[src/verilog/usbp_pkg.sv]
// Constants, codes and carriers for the USB port line control block.
// Assumes a 16-bit register space shared by the internal processor and
// the parallel host port.
package usbp_pkg;

   // Register addresses, one copy per protocol engine
   localparam logic [15:0] USBP_ADDR_ENG1 = 16'hC08A;
   localparam logic [15:0] USBP_ADDR_ENG2 = 16'hC0AA;
   localparam int USBP_NUM_ENG = 2;
   localparam int USBP_NUM_PORT = 2;

   // Field positions; port B sits one (or two) above port A
   localparam int USBP_BIT_A_DM = 12;
   localparam int USBP_BIT_A_DP = 13;
   localparam int USBP_BIT_SPD_A = 10;
   localparam int USBP_BIT_HOST = 9;
   localparam int USBP_BIT_RES_A = 7;
   localparam int USBP_BIT_FRC_A = 3;
   localparam int USBP_BIT_SUSP = 2;
   localparam int USBP_BIT_SOF_A = 0;
   localparam int USBP_STATUS_LO = 12;
   localparam int USBP_CTRL_HI = 11;

   localparam logic [15:0] USBP_WR_MASK = 16'h0FFF;
   localparam logic [11:0] USBP_CTRL_RESET = 12'h000;
   localparam logic [15:0] USBP_RD_NONE = 16'h0000;

   typedef enum logic [1:0] {
      USBP_FRC_NORMAL = 2'b00,
      USBP_FRC_J = 2'b01,
      USBP_FRC_SE0 = 2'b10,
      USBP_FRC_K = 2'b11
   } usbp_force_t;

   typedef struct packed {
      logic dp;
      logic dm;
   } usbp_line_t;

   typedef struct packed {
      logic dpOut;
      logic dmOut;
      logic dpOe;
      logic dmOe;
      logic dpPullUp;
      logic dmPullUp;
      logic dpPullDn;
      logic dmPullDn;
   } usbp_pin_t;

   typedef struct packed {
      logic rd;
      logic wr;
      logic [15:0] addr;
      logic [15:0] wdata;
   } usbp_bus_t;

endpackage

[src/verilog/usbp_line_ctrl.sv]
// Port line control registers for two USB protocol engines, two ports
// each. Assumes processor and parallel host port strobes are
// synchronous to clk_sys; line inputs are already resolved levels.
`timescale 1ns/10ps
module usbp_line_ctrl (
   // Clock and reset
   input wire logic clk_sys,
   input wire logic arst_n,
   // Internal processor access
   input wire usbp_pkg::usbp_bus_t cpuBus,
   output logic [15:0] cpuRdata,
   // Parallel host port access
   input wire usbp_pkg::usbp_bus_t hostPortBus,
   output logic [15:0] hostPortRdata,
   // Engine side, index is engine; sofEopEn index is engine*2 + port
   input wire logic [1:0] portSel,
   input wire usbp_pkg::usbp_line_t [1:0] txLine,
   input wire logic [1:0] txEn,
   output usbp_pkg::usbp_line_t [1:0] rxLine,
   output logic [1:0] hostMode,
   output logic [1:0] activeLowSpeed,
   output logic [1:0] xcvrPowerDown,
   output logic [3:0] sofEopEn,
   // Port pins, index is engine*2 + port (0 = A)
   input wire usbp_pkg::usbp_line_t [3:0] pinIn,
   output usbp_pkg::usbp_pin_t [3:0] pinOut
);
   import usbp_pkg::*;

   logic [1:0] rstSync;
   wire logic rstN;
   logic [11:0] ctrl [USBP_NUM_ENG];
   logic [11:0] next_ctrl [USBP_NUM_ENG];
   wire logic [15:0] readVal [USBP_NUM_ENG];
   wire logic [1:0] cpuHit;
   wire logic [1:0] hostPortHit;
   wire usbp_pin_t [3:0] next_pin;
   wire logic [3:0] next_sof;
   wire usbp_line_t [1:0] next_rx;
   wire logic [15:0] next_cpuRdata;
   wire logic [15:0] next_hostPortRdata;

   function automatic logic [1:0] engHit(input logic [15:0] a);
      engHit = {a == USBP_ADDR_ENG2, a == USBP_ADDR_ENG1};
   endfunction

   always_ff @(posedge clk_sys or negedge arst_n) begin
      if (!arst_n) rstSync <= 2'b00;
      else rstSync <= {rstSync[0], 1'b1};
   end
   assign rstN = rstSync[1];

   assign cpuHit = engHit(cpuBus.addr);
   assign hostPortHit = engHit(hostPortBus.addr);

   genvar e;
   generate
      for (e = 0; e < USBP_NUM_ENG; e++) begin : g_eng
         // host port wins a same-cycle write clash
         always_comb begin
            next_ctrl[e] = ctrl[e];
            if (hostPortBus.wr && hostPortHit[e])
               next_ctrl[e] = hostPortBus.wdata[USBP_CTRL_HI:0];
            else if (cpuBus.wr && cpuHit[e])
               next_ctrl[e] = cpuBus.wdata[USBP_CTRL_HI:0];
         end
         always_ff @(posedge clk_sys or negedge rstN) begin
            if (!rstN) ctrl[e] <= USBP_CTRL_RESET;
            else ctrl[e] <= next_ctrl[e];
         end
         // status bits read straight from the lines
         assign readVal[e] = {pinIn[2*e+1].dp, pinIn[2*e+1].dm,
                              pinIn[2*e].dp, pinIn[2*e].dm, ctrl[e]};
         assign next_rx[e] = ctrl[e][USBP_BIT_SUSP] ? usbp_line_t'(2'b00)
                             : pinIn[2*e + int'(portSel[e])];
         assign hostMode[e] = ctrl[e][USBP_BIT_HOST];
         assign xcvrPowerDown[e] = ctrl[e][USBP_BIT_SUSP];
         assign activeLowSpeed[e] = portSel[e]
            ? ctrl[e][USBP_BIT_SPD_A + 1] : ctrl[e][USBP_BIT_SPD_A];
      end
   endgenerate

   genvar i;
   generate
      for (i = 0; i < USBP_NUM_ENG * USBP_NUM_PORT; i++) begin : g_port
         localparam int E = i / USBP_NUM_PORT;
         localparam int P = i % USBP_NUM_PORT;
         wire logic act;
         // either role transmits engine data only on the selected port; forcing ignores the selection
         assign act = (int'(portSel[E]) == P);
         usbp_port_drive u_drive (
            .resEn(ctrl[E][USBP_BIT_RES_A + P]),
            // role bit steers the pull resistors
            .hostMode(ctrl[E][USBP_BIT_HOST]),
            .lowSpeed(ctrl[E][USBP_BIT_SPD_A + P]),
            .force_(usbp_force_t'(ctrl[E][USBP_BIT_FRC_A+2*P +: 2])),
            .suspend(ctrl[E][USBP_BIT_SUSP]),
            .active(act),
            .txLine(txLine[E]),
            .txEn(txEn[E]),
            .pin(next_pin[i])
         );
         // markers gated by host role and active port
         assign next_sof[i] = ctrl[E][USBP_BIT_HOST] && act
                              && ctrl[E][USBP_BIT_SOF_A + P];
      end
   endgenerate

   // either master reads both copies; unmapped reads zero
   assign next_cpuRdata = cpuHit[0] ? readVal[0]
                        : cpuHit[1] ? readVal[1] : USBP_RD_NONE;
   assign next_hostPortRdata = hostPortHit[0] ? readVal[0]
                             : hostPortHit[1] ? readVal[1] : USBP_RD_NONE;

   always_ff @(posedge clk_sys or negedge rstN) begin
      if (!rstN) begin
         cpuRdata <= USBP_RD_NONE;
         hostPortRdata <= USBP_RD_NONE;
         pinOut <= '0;
         sofEopEn <= '0;
         rxLine <= '0;
      end else begin
         if (cpuBus.rd) cpuRdata <= next_cpuRdata;
         if (hostPortBus.rd) hostPortRdata <= next_hostPortRdata;
         pinOut <= next_pin;
         sofEopEn <= next_sof;
         rxLine <= next_rx;
      end
   end

   chk_reset_clears: assert property (
      @(posedge clk_sys) $rose(rstN) |->
      ctrl[0] == USBP_CTRL_RESET && ctrl[1] == USBP_CTRL_RESET)
      else $error("control not clear after reset");
   // processor write lands in engine 2 copy
   chk_cpu_write: assert property (
      @(posedge clk_sys) disable iff (!rstN)
      cpuBus.wr && cpuHit[1] && !hostPortBus.wr |=>
      ctrl[1] == $past(cpuBus.wdata[USBP_CTRL_HI:0]))
      else $error("processor write lost");
   // same-cycle clash keeps the host port word
   chk_write_clash: assert property (
      @(posedge clk_sys) disable iff (!rstN)
      cpuBus.wr && hostPortBus.wr && cpuHit[1] && hostPortHit[1] |=>
      ctrl[1] == $past(hostPortBus.wdata[USBP_CTRL_HI:0]))
      else $error("write clash resolved wrongly");
   // host port read returns the copy
   chk_host_port_read: assert property (
      @(posedge clk_sys) disable iff (!rstN)
      hostPortBus.rd && hostPortHit[0] |=>
      hostPortRdata == $past(readVal[0]))
      else $error("host port read mismatch");
   chk_status_live: assert property (
      @(posedge clk_sys) disable iff (!rstN)
      cpuBus.rd && cpuHit[0] |=> cpuRdata[15:USBP_STATUS_LO] ==
      $past({pinIn[1].dp, pinIn[1].dm, pinIn[0].dp, pinIn[0].dm}))
      else $error("line status wrong");
   chk_host_pulldn: assert property (
      @(posedge clk_sys) disable iff (!rstN)
      ctrl[0][USBP_BIT_RES_A] && ctrl[0][USBP_BIT_HOST] |=>
      pinOut[0].dpPullDn && pinOut[0].dmPullDn && !pinOut[0].dpPullUp)
      else $error("host pull-downs missing");
   // low-speed device pull-up on minus line
   chk_dev_pullup: assert property (
      @(posedge clk_sys) disable iff (!rstN)
      ctrl[0][USBP_BIT_RES_A] && !ctrl[0][USBP_BIT_HOST] &&
      ctrl[0][USBP_BIT_SPD_A] |=>
      pinOut[0].dmPullUp && !pinOut[0].dpPullUp && !pinOut[0].dpPullDn)
      else $error("device pull-up wrong");
   // full-speed device pull-up on plus line
   chk_dev_pullup_fs: assert property (
      @(posedge clk_sys) disable iff (!rstN)
      ctrl[0][USBP_BIT_RES_A] && !ctrl[0][USBP_BIT_HOST] &&
      !ctrl[0][USBP_BIT_SPD_A] |=>
      pinOut[0].dpPullUp && !pinOut[0].dmPullUp && !pinOut[0].dmPullDn)
      else $error("full-speed pull-up wrong");
   chk_res_off: assert property (
      @(posedge clk_sys) disable iff (!rstN)
      !ctrl[1][USBP_BIT_RES_A + 1] |=> pinOut[3][3:0] == 4'h0)
      else $error("pull active while disabled");
   // SE0 forced on port B even when unselected
   chk_force_se0: assert property (
      @(posedge clk_sys) disable iff (!rstN)
      ctrl[0][USBP_BIT_FRC_A + 2 +: 2] == USBP_FRC_SE0 |=>
      pinOut[1].dpOe && pinOut[1].dmOe &&
      !pinOut[1].dpOut && !pinOut[1].dmOut)
      else $error("forced SE0 missing");
   // suspended engine with no port forced neither sends nor receives
   chk_suspend_quiet: assert property (
      @(posedge clk_sys) disable iff (!rstN)
      ctrl[0][USBP_BIT_SUSP] && ctrl[0][USBP_BIT_FRC_A +: 4] == 4'h0 |=>
      rxLine[0] == 2'b00 && !pinOut[0].dpOe && !pinOut[1].dpOe)
      else $error("transceiver active in suspend");
   // no frame markers in device role
   chk_sof_gate: assert property (
      @(posedge clk_sys) disable iff (!rstN)
      !ctrl[1][USBP_BIT_HOST] |=> sofEopEn[3:2] == 2'b00)
      else $error("marker enabled in device role");
   // host role marks the active port only
   chk_sof_host: assert property (
      @(posedge clk_sys) disable iff (!rstN)
      ctrl[0][USBP_BIT_HOST] && portSel[0] |=>
      sofEopEn[1:0] == {$past(ctrl[0][USBP_BIT_SOF_A + 1]), 1'b0})
      else $error("marker on wrong port");
   // receive path follows the selected port
   chk_port_sel: assert property (
      @(posedge clk_sys) disable iff (!rstN)
      !ctrl[0][USBP_BIT_SUSP] |=>
      rxLine[0] == $past(portSel[0] ? pinIn[1] : pinIn[0]))
      else $error("receive port select wrong");
endmodule

[src/verilog/usbp_port_drive.sv]
// Line driver and pull resistor selection for one USB port.
// Assumes control bits come from registers; purely combinational.
`timescale 1ns/10ps
module usbp_port_drive (
   // Control fields
   input wire logic resEn,
   input wire logic hostMode,
   input wire logic lowSpeed,
   input wire usbp_pkg::usbp_force_t force_,
   input wire logic suspend,
   input wire logic active,
   // Engine transmit side
   input wire usbp_pkg::usbp_line_t txLine,
   input wire logic txEn,
   // Pin side
   output usbp_pkg::usbp_pin_t pin
);
   import usbp_pkg::*;

   wire logic jDp;
   wire logic driveTx;
   wire logic forced;

   // J idles D+ high at full speed, D- high at low speed
   assign jDp = !lowSpeed;
   // Forcing works even on an unselected or suspended port (resume K)
   assign forced = (force_ != USBP_FRC_NORMAL);
   assign driveTx = active && txEn && !suspend;

   always_comb begin
      pin = '0;
      case (force_)
         USBP_FRC_SE0: begin
            pin.dpOut = 1'b0;
            pin.dmOut = 1'b0;
         end
         USBP_FRC_J: begin
            pin.dpOut = jDp;
            pin.dmOut = !jDp;
         end
         USBP_FRC_K: begin
            pin.dpOut = !jDp;
            pin.dmOut = jDp;
         end
         default: begin
            pin.dpOut = txLine.dp;
            pin.dmOut = txLine.dm;
         end
      endcase
      pin.dpOe = forced || driveTx;
      pin.dmOe = forced || driveTx;
      // host role pulls both lines down
      pin.dpPullDn = resEn && hostMode;
      pin.dmPullDn = resEn && hostMode;
      // device role, one pull-up by speed
      pin.dpPullUp = resEn && !hostMode && !lowSpeed;
      pin.dmPullUp = resEn && !hostMode && lowSpeed;
   end
endmodule

[config.mk]
export PLATFORM = sky130hd
export DESIGN_NAME = usbp_line_ctrl
export DESIGN_NICKNAME = d
export VERILOG_FILES = /design/src/verilog/usbp_pkg.sv /design/src/verilog/usbp_line_ctrl.sv /design/src/verilog/usbp_port_drive.sv
export SDC_FILE = /design/constraint.sdc
export NUM_CORES = 1
export LEC_CHECK = 0
export ABC_AREA = 1
export BUFFER_PORTS_ARGS = -buffer_cell sky130_fd_sc_hd__buf_2
export CORE_MARGIN = 4
export CORE_UTILIZATION = 55
export CTS_BUF_LIST = sky130_fd_sc_hd__clkbuf_2
export CTS_CLUSTER_DIAMETER = 40
export DETAILED_ROUTE_END_ITERATION = 7
export PLACE_DENSITY = 0.95
export SLEW_MARGIN = 20
export SYNTH_ARGS = -nofsm -noshare
export SYNTH_HDL_FRONTEND = slang
export SYNTH_SLANG_ARGS = --single-unit
[constraint.sdc]
create_clock -name clk_sys -period 7.2 [get_ports clk_sys]
set_input_delay 0 -clock clk_sys [delete_from_list [all_inputs] [get_ports clk_sys]]
set_output_delay 0 -clock clk_sys [all_outputs]
set_load 0.05 [all_outputs]
# Word-level counts from Yosys, hierarchy flattened
# Index checks and enable logic that the tools add are counted.
[word_totals]
elab_cells = 130
reg_bits = 90
out_inout_bits = 78
in_bits = 86
[classes]
bitwise_logic = 2
addsub = 1
order_cmp = 2
n_reduce_logical = 54
mux = 21
eq_ne = 16
[ops]
columns = ["op", "count"]
rows = [
  ["equality test 16 bit, second input constant", 4],
  ["two-way mux 16 bit", 4],
  ["two-way mux 12 bit", 4],
  ["logical AND 1 bit", 36],
  ["one-hot mux 2 bit (3 select lines)", 4],
  ["equality test 2 bit, second input constant", 8],
  ["two-way mux 2 bit", 6],
  ["nonzero test 2 bit", 6],
  ["equality test 2 x 1 -> 1 bit, second input constant", 4],
  ["logical NOT 1 bit", 8],
  ["binary-select mux 2 bit (select 2 bit)", 1],
  ["logical OR 1 bit", 4],
  ["adder 2 x 1 -> 3 bit, first input constant", 1],
  ["less-than comparator 1 x 3 -> 1 bit, second input constant", 1],
  ["less-than comparator 3 bit, second input constant", 1],
  ["two-way mux 1 bit", 2],
  ["inverter 1 bit", 2],
]

# Longest topological paths before layout
[depth]
ltp_word = 5
ltp_mapped = 10
mapped_depth_nobuf = 9

# Hierarchy
# A second synthesis with hierarchy kept.
[hier_totals]
hier_cells = 622
area_unflattened_um2 = 4957.3
[by_module_without_submodules]
columns = ["mod", "cells_each", "n_inst", "area_per_inst_um2", "seq_area_each_um2"]
rows = [
  ["usbp_line_ctrl", 542, 1, 4531.8, 2452.4],
  ["usbp_port_drive", 20, 4, 106.4, 0.0],
]

# Least setup slack after synthesis
# No wires, ideal clock.
[synth_path]
kind = "reg-to-output"
start = "reg ctrl[10] (netlist name)"
end = "out activeLowSpeed[1]"
arrival_ns = 1.584
required_time_ns = 7.200
setup_slack_ns = 5.616
stages_incl_launch_ff = 3
path_cell_list = "dfrtp_1 > inv_1 > o21ai_0"
[synth_via]
elab_chain_cells = 1
[synth_lines]
columns = ["element", "line", "text"]
rows = [
  ["from (decl)", "usbp_line_ctrl.sv:32", "logic [11:0] ctrl [USBP_NUM_ENG];"],
  ["from (signal, indexed assignment)", "usbp_line_ctrl.sv:69", "else ctrl[e] <= next_ctrl[e];"],
  ["two-way mux 1 bit", "usbp_line_ctrl.sv:79", "? ctrl[e][USBP_BIT_SPD_A + 1] : ctrl[e][USBP_BIT_SPD_A];"],
  ["to (decl)", "usbp_line_ctrl.sv:21", "output logic [1:0] activeLowSpeed,"],
]
# Every way passes these cells.

# Worst setup path after layout
[layout_path]
start = "in hostPortBus[25] (netlist name)"
end = "reg ctrl[17] (netlist name)"
[layout_via]
elab_chain_cells = 3
elab_cells_between_ends = 4
classes_between = "eq/ne (1); mux (1); reduce/logical (2)"
[layout_lines]
columns = ["element", "line", "text"]
rows = [
  ["from (decl)", "usbp_line_ctrl.sv:13", "input wire usbp_pkg::usbp_bus_t hostPortBus,"],
  ["equality test 16 bit *", "usbp_line_ctrl.sv:44", "engHit = {a == USBP_ADDR_ENG2, a == USBP_ADDR_ENG1};"],
  ["logical AND 1 bit *", "usbp_line_ctrl.sv:62", "if (hostPortBus.wr && hostPortHit[e])"],
  ["two-way mux 12 bit / nonzero test 2 bit (equally long branches)", "n/a", ""],
]
# Mark *: on every way between the ends. The rest lies on a longest branch, timed or not.
# A chain may end at the register's enable or synchronous reset.

==> impl_results.md <==
- P_leak: 0.003566 uW
- Seq pwr share: 0.558
- Status: complete, no violations
- Clk root buf: clkbuf_2
- DR vias: 5399
- YS warnings: 0
- XOR/XNOR Fraction of Synth Area: 0
- Crit path launch type: input port
- Postcts setup bufs: 0
- Routed vias/inst: 5.824
- Initial antenna violation count: 0
- Synth Area in Simple Gates: 0.3756
- Clock H-tree levels: 3
- DIE HEIGHT: 100.3 um
- Worst vdd ir: 0.09184 mV
- Adder-cell share of the synthesized area: 0
- Vias in the first global route: 5335
- Port bufs: 155
- CTS tree: yes
- Final Cell Area: 6305 sq um
- Worst EP arrival: 3410 ps
- Synthesized area: 4681 sq um
- Most common cell after layout, fill and taps aside: nand2_1
- Clock network power share: 0.279
- Max-slew violations: 0
- Critical Path Sink Type: flop
- Final #Nets: 903
- TritonRoute pass-1 iters: 5
- Worst hold path type: in2reg
- Peak fanout along the critical path: 40
- Pin count of the biggest net entering global routing: 89
- Power Density: 149.3 nW/um^2
- WHS: 21.76 ps
- Mapped Avg Cell Area: 7.623 sq um
- Total CTS buffers: 9
- P_sw: 284.2 uW
- GP Congestion: 0.9570
- Later-pin clock latency in the skew report: 540 ps
- Total power: 941.1 uW
- Core Region: 8258 sq um
- Share of layout cells above drive strength 1: 0.2311
- FF-to-FF setup slack: 5610 ps
- Fin crit period: 2940 ps
- I/O pin cnt: 164
- Initial DRC Count: 662
- Die X: 100.3 um
- Synth top area cells: dfrtp_1 48%, nand2_1 14%, nand3_1 13%
- Post-synthesis mux area share: 0
- Placed Area: 5323 sq um
- Flops & latches, synth: 90
- Area grow syn2layout: 34.70%
- Global route overflow: 0
- Unrepaired setup endpoints after global routing: false
- Clk slew on worst S/H paths: 270 ps
- Gr usage total: 0.3263
- Setup violations, final: 0
- Fmax: 340.2 MHz
- Sink Count: 90
- Crit path kind: in2reg
- Syn nets: 700
- Drc violations: 0
- Sequential Area: 2256 sq um
- Worst slew margin: 0.3553
- Compound-gate portion of the synthesized area: 0.03208
- CTS Buffer Depth: 2
- Leading cell types in the layout, fill and taps excluded: 174 x nand2_1, 155 x buf_2, 120 x nand3_1, 89 x dfrtp_1, 83 x dlygate4sd3_1
- First-pass GRT wire length: 25900 um
- Seq/Total Area, Yosys: 0.4812
- Die ar.: 10050 sq um
- Antenna-violating nets left: 0
- Row cnt: 33
- Largest family of logic cells by synthesized area: simple AND/OR/NAND/NOR gates
- Yosys top cell by area: dfrtp_1
- Initial Util: 0.5668
- Setup_tns: 0 ps
- Clock skew: 31.50 ps
- Core Util, Final: 0.7635
- Multi-input logic area: 1917 sq um
- Synth top area share: 0.4812
- Slew of the pin with the lowest slew margin: 964.7 ps
- Maxcap violations: 0
- Mapped Cells: 614
- Fill cells: 572
- Switching part of the total: 0.3019
- Routed WL: 16220 um
- WL per Instance: 17.49 um
- Crit share post-route: 0.4083
- ANT cells: 0
- Req. time, crit path: 7670 ps
- Cell internal pwr: 657.0 uW
- Combinational Power Share: 0.163
- Yosys cell types: 25
- Detailed-placement wirelength estimate: 10370 um
- Final hold vios: 0
kinds of logic after synthesis:
kind of cell    count (synthesis)
simple gates                  386
buf+inv                       113
flops                          90
compound gates                 24
other cells                     1
synth_stat cells:
library cell and n:
buf_4 20, and2_1 1, o21bai_1 7, nand2_1 174, nand4_2 1, clkinv_1 2, nand4_1 31, o21ai_0 8
nand3_1 120, conb_1 1, nor3_1 10, inv_1 62, dfrtp_1 90, o22ai_1 2, o21ai_1 3, nor2_1 35
nand3_2 2, nor2_4 3, clkbuf_1 13, buf_2 14, nand2_2 2, inv_2 2, or2_2 6, o211ai_1 4
nor2_2 1
routing by layer:
layer	vias up	track usage	wire length (um)
li1	2376	-	-
met1	2473	0.3988	5429
met2	456	0.5520	7969
met3	94	0.05420	1916
met4	0	0.1741	900
met5	-	0	0
layout make-up:
type                            count  share of cell area
Multi-Input combinational cell    411              0.3040
Clock inverter                      6             0.01091
Timing Repair Buffer              239              0.2592
Sequential cell                    90              0.3578
Clock buffer                       10            0.007938
Inverter                           66             0.03929
Tap cell                          105             0.02084
through the flow:
| step | std cells | worst slack, ps |
|---|---|---|
| 2_1_floorplan | 614 | 4508 |
| 3_3_place_gp | 827 | 4593 |
| 3_5_place_dp | 827 | 4410 |
| 4_1_cts | 926 | 4149 |
| 5_1_grt | 927 | 4118 |
| 6_report | 927 | 4260 |
power groups by stage:
stage | combinational (uW) | clock (uW) | sequential (uW)
final | 153 | 262 | 526
after global routing | 164 | 282 | 528
after CTS | 143 | 259 | 531
after detailed placement | 117 | 0 | 540
after global placement | 114 | 0 | 539
after floorplan | 37.2 | 0 | 573
registers in the layout, summed over array words and instances (netlist names):
| signal | flops |
|---|---|
| cpuRdata | 16 |
| ctrl | 20 |
| hostMode | 2 |
| hostPortRdata | 16 |
| pinOut | 24 |
| rstSync | 2 |
| rxLine | 4 |
| sofEopEn | 4 |
| xcvrPowerDown | 2 |
critical path: stages:
cell and delay (ps):
buf_2 90, nor2_1 90, nand2_1 90, nor2_4 760, nand3_2 720, nand2_1 260
nand2_1 100, dlygate4sd3_1 580, nand2_1 80, nand2_1 70, dlygate4sd3_1 550
what timing repair did:
action                    CTS  global route
gates resized for setup     0             0
hold endpoints to repair   78             0
hold buffers               83             0
final timing paths:
path | start | endpoint | depth (start not counted)
worst min-delay path | cpuBus[32] | ctrl[22] | 4
min in group asynchronous | arst_n | rstSync[1] | 3
max in group asynchronous | rstSync[1] | pinOut[19] | 1
worst min register to register | rstSync[1] | pinOut[12] | 0
worst max-delay path | hostPortBus[25] | ctrl[17] | 11
worst max register to register | hostMode[1] | hostMode[1] | 3
Note: power is estimated with default switching activity, not from simulation.
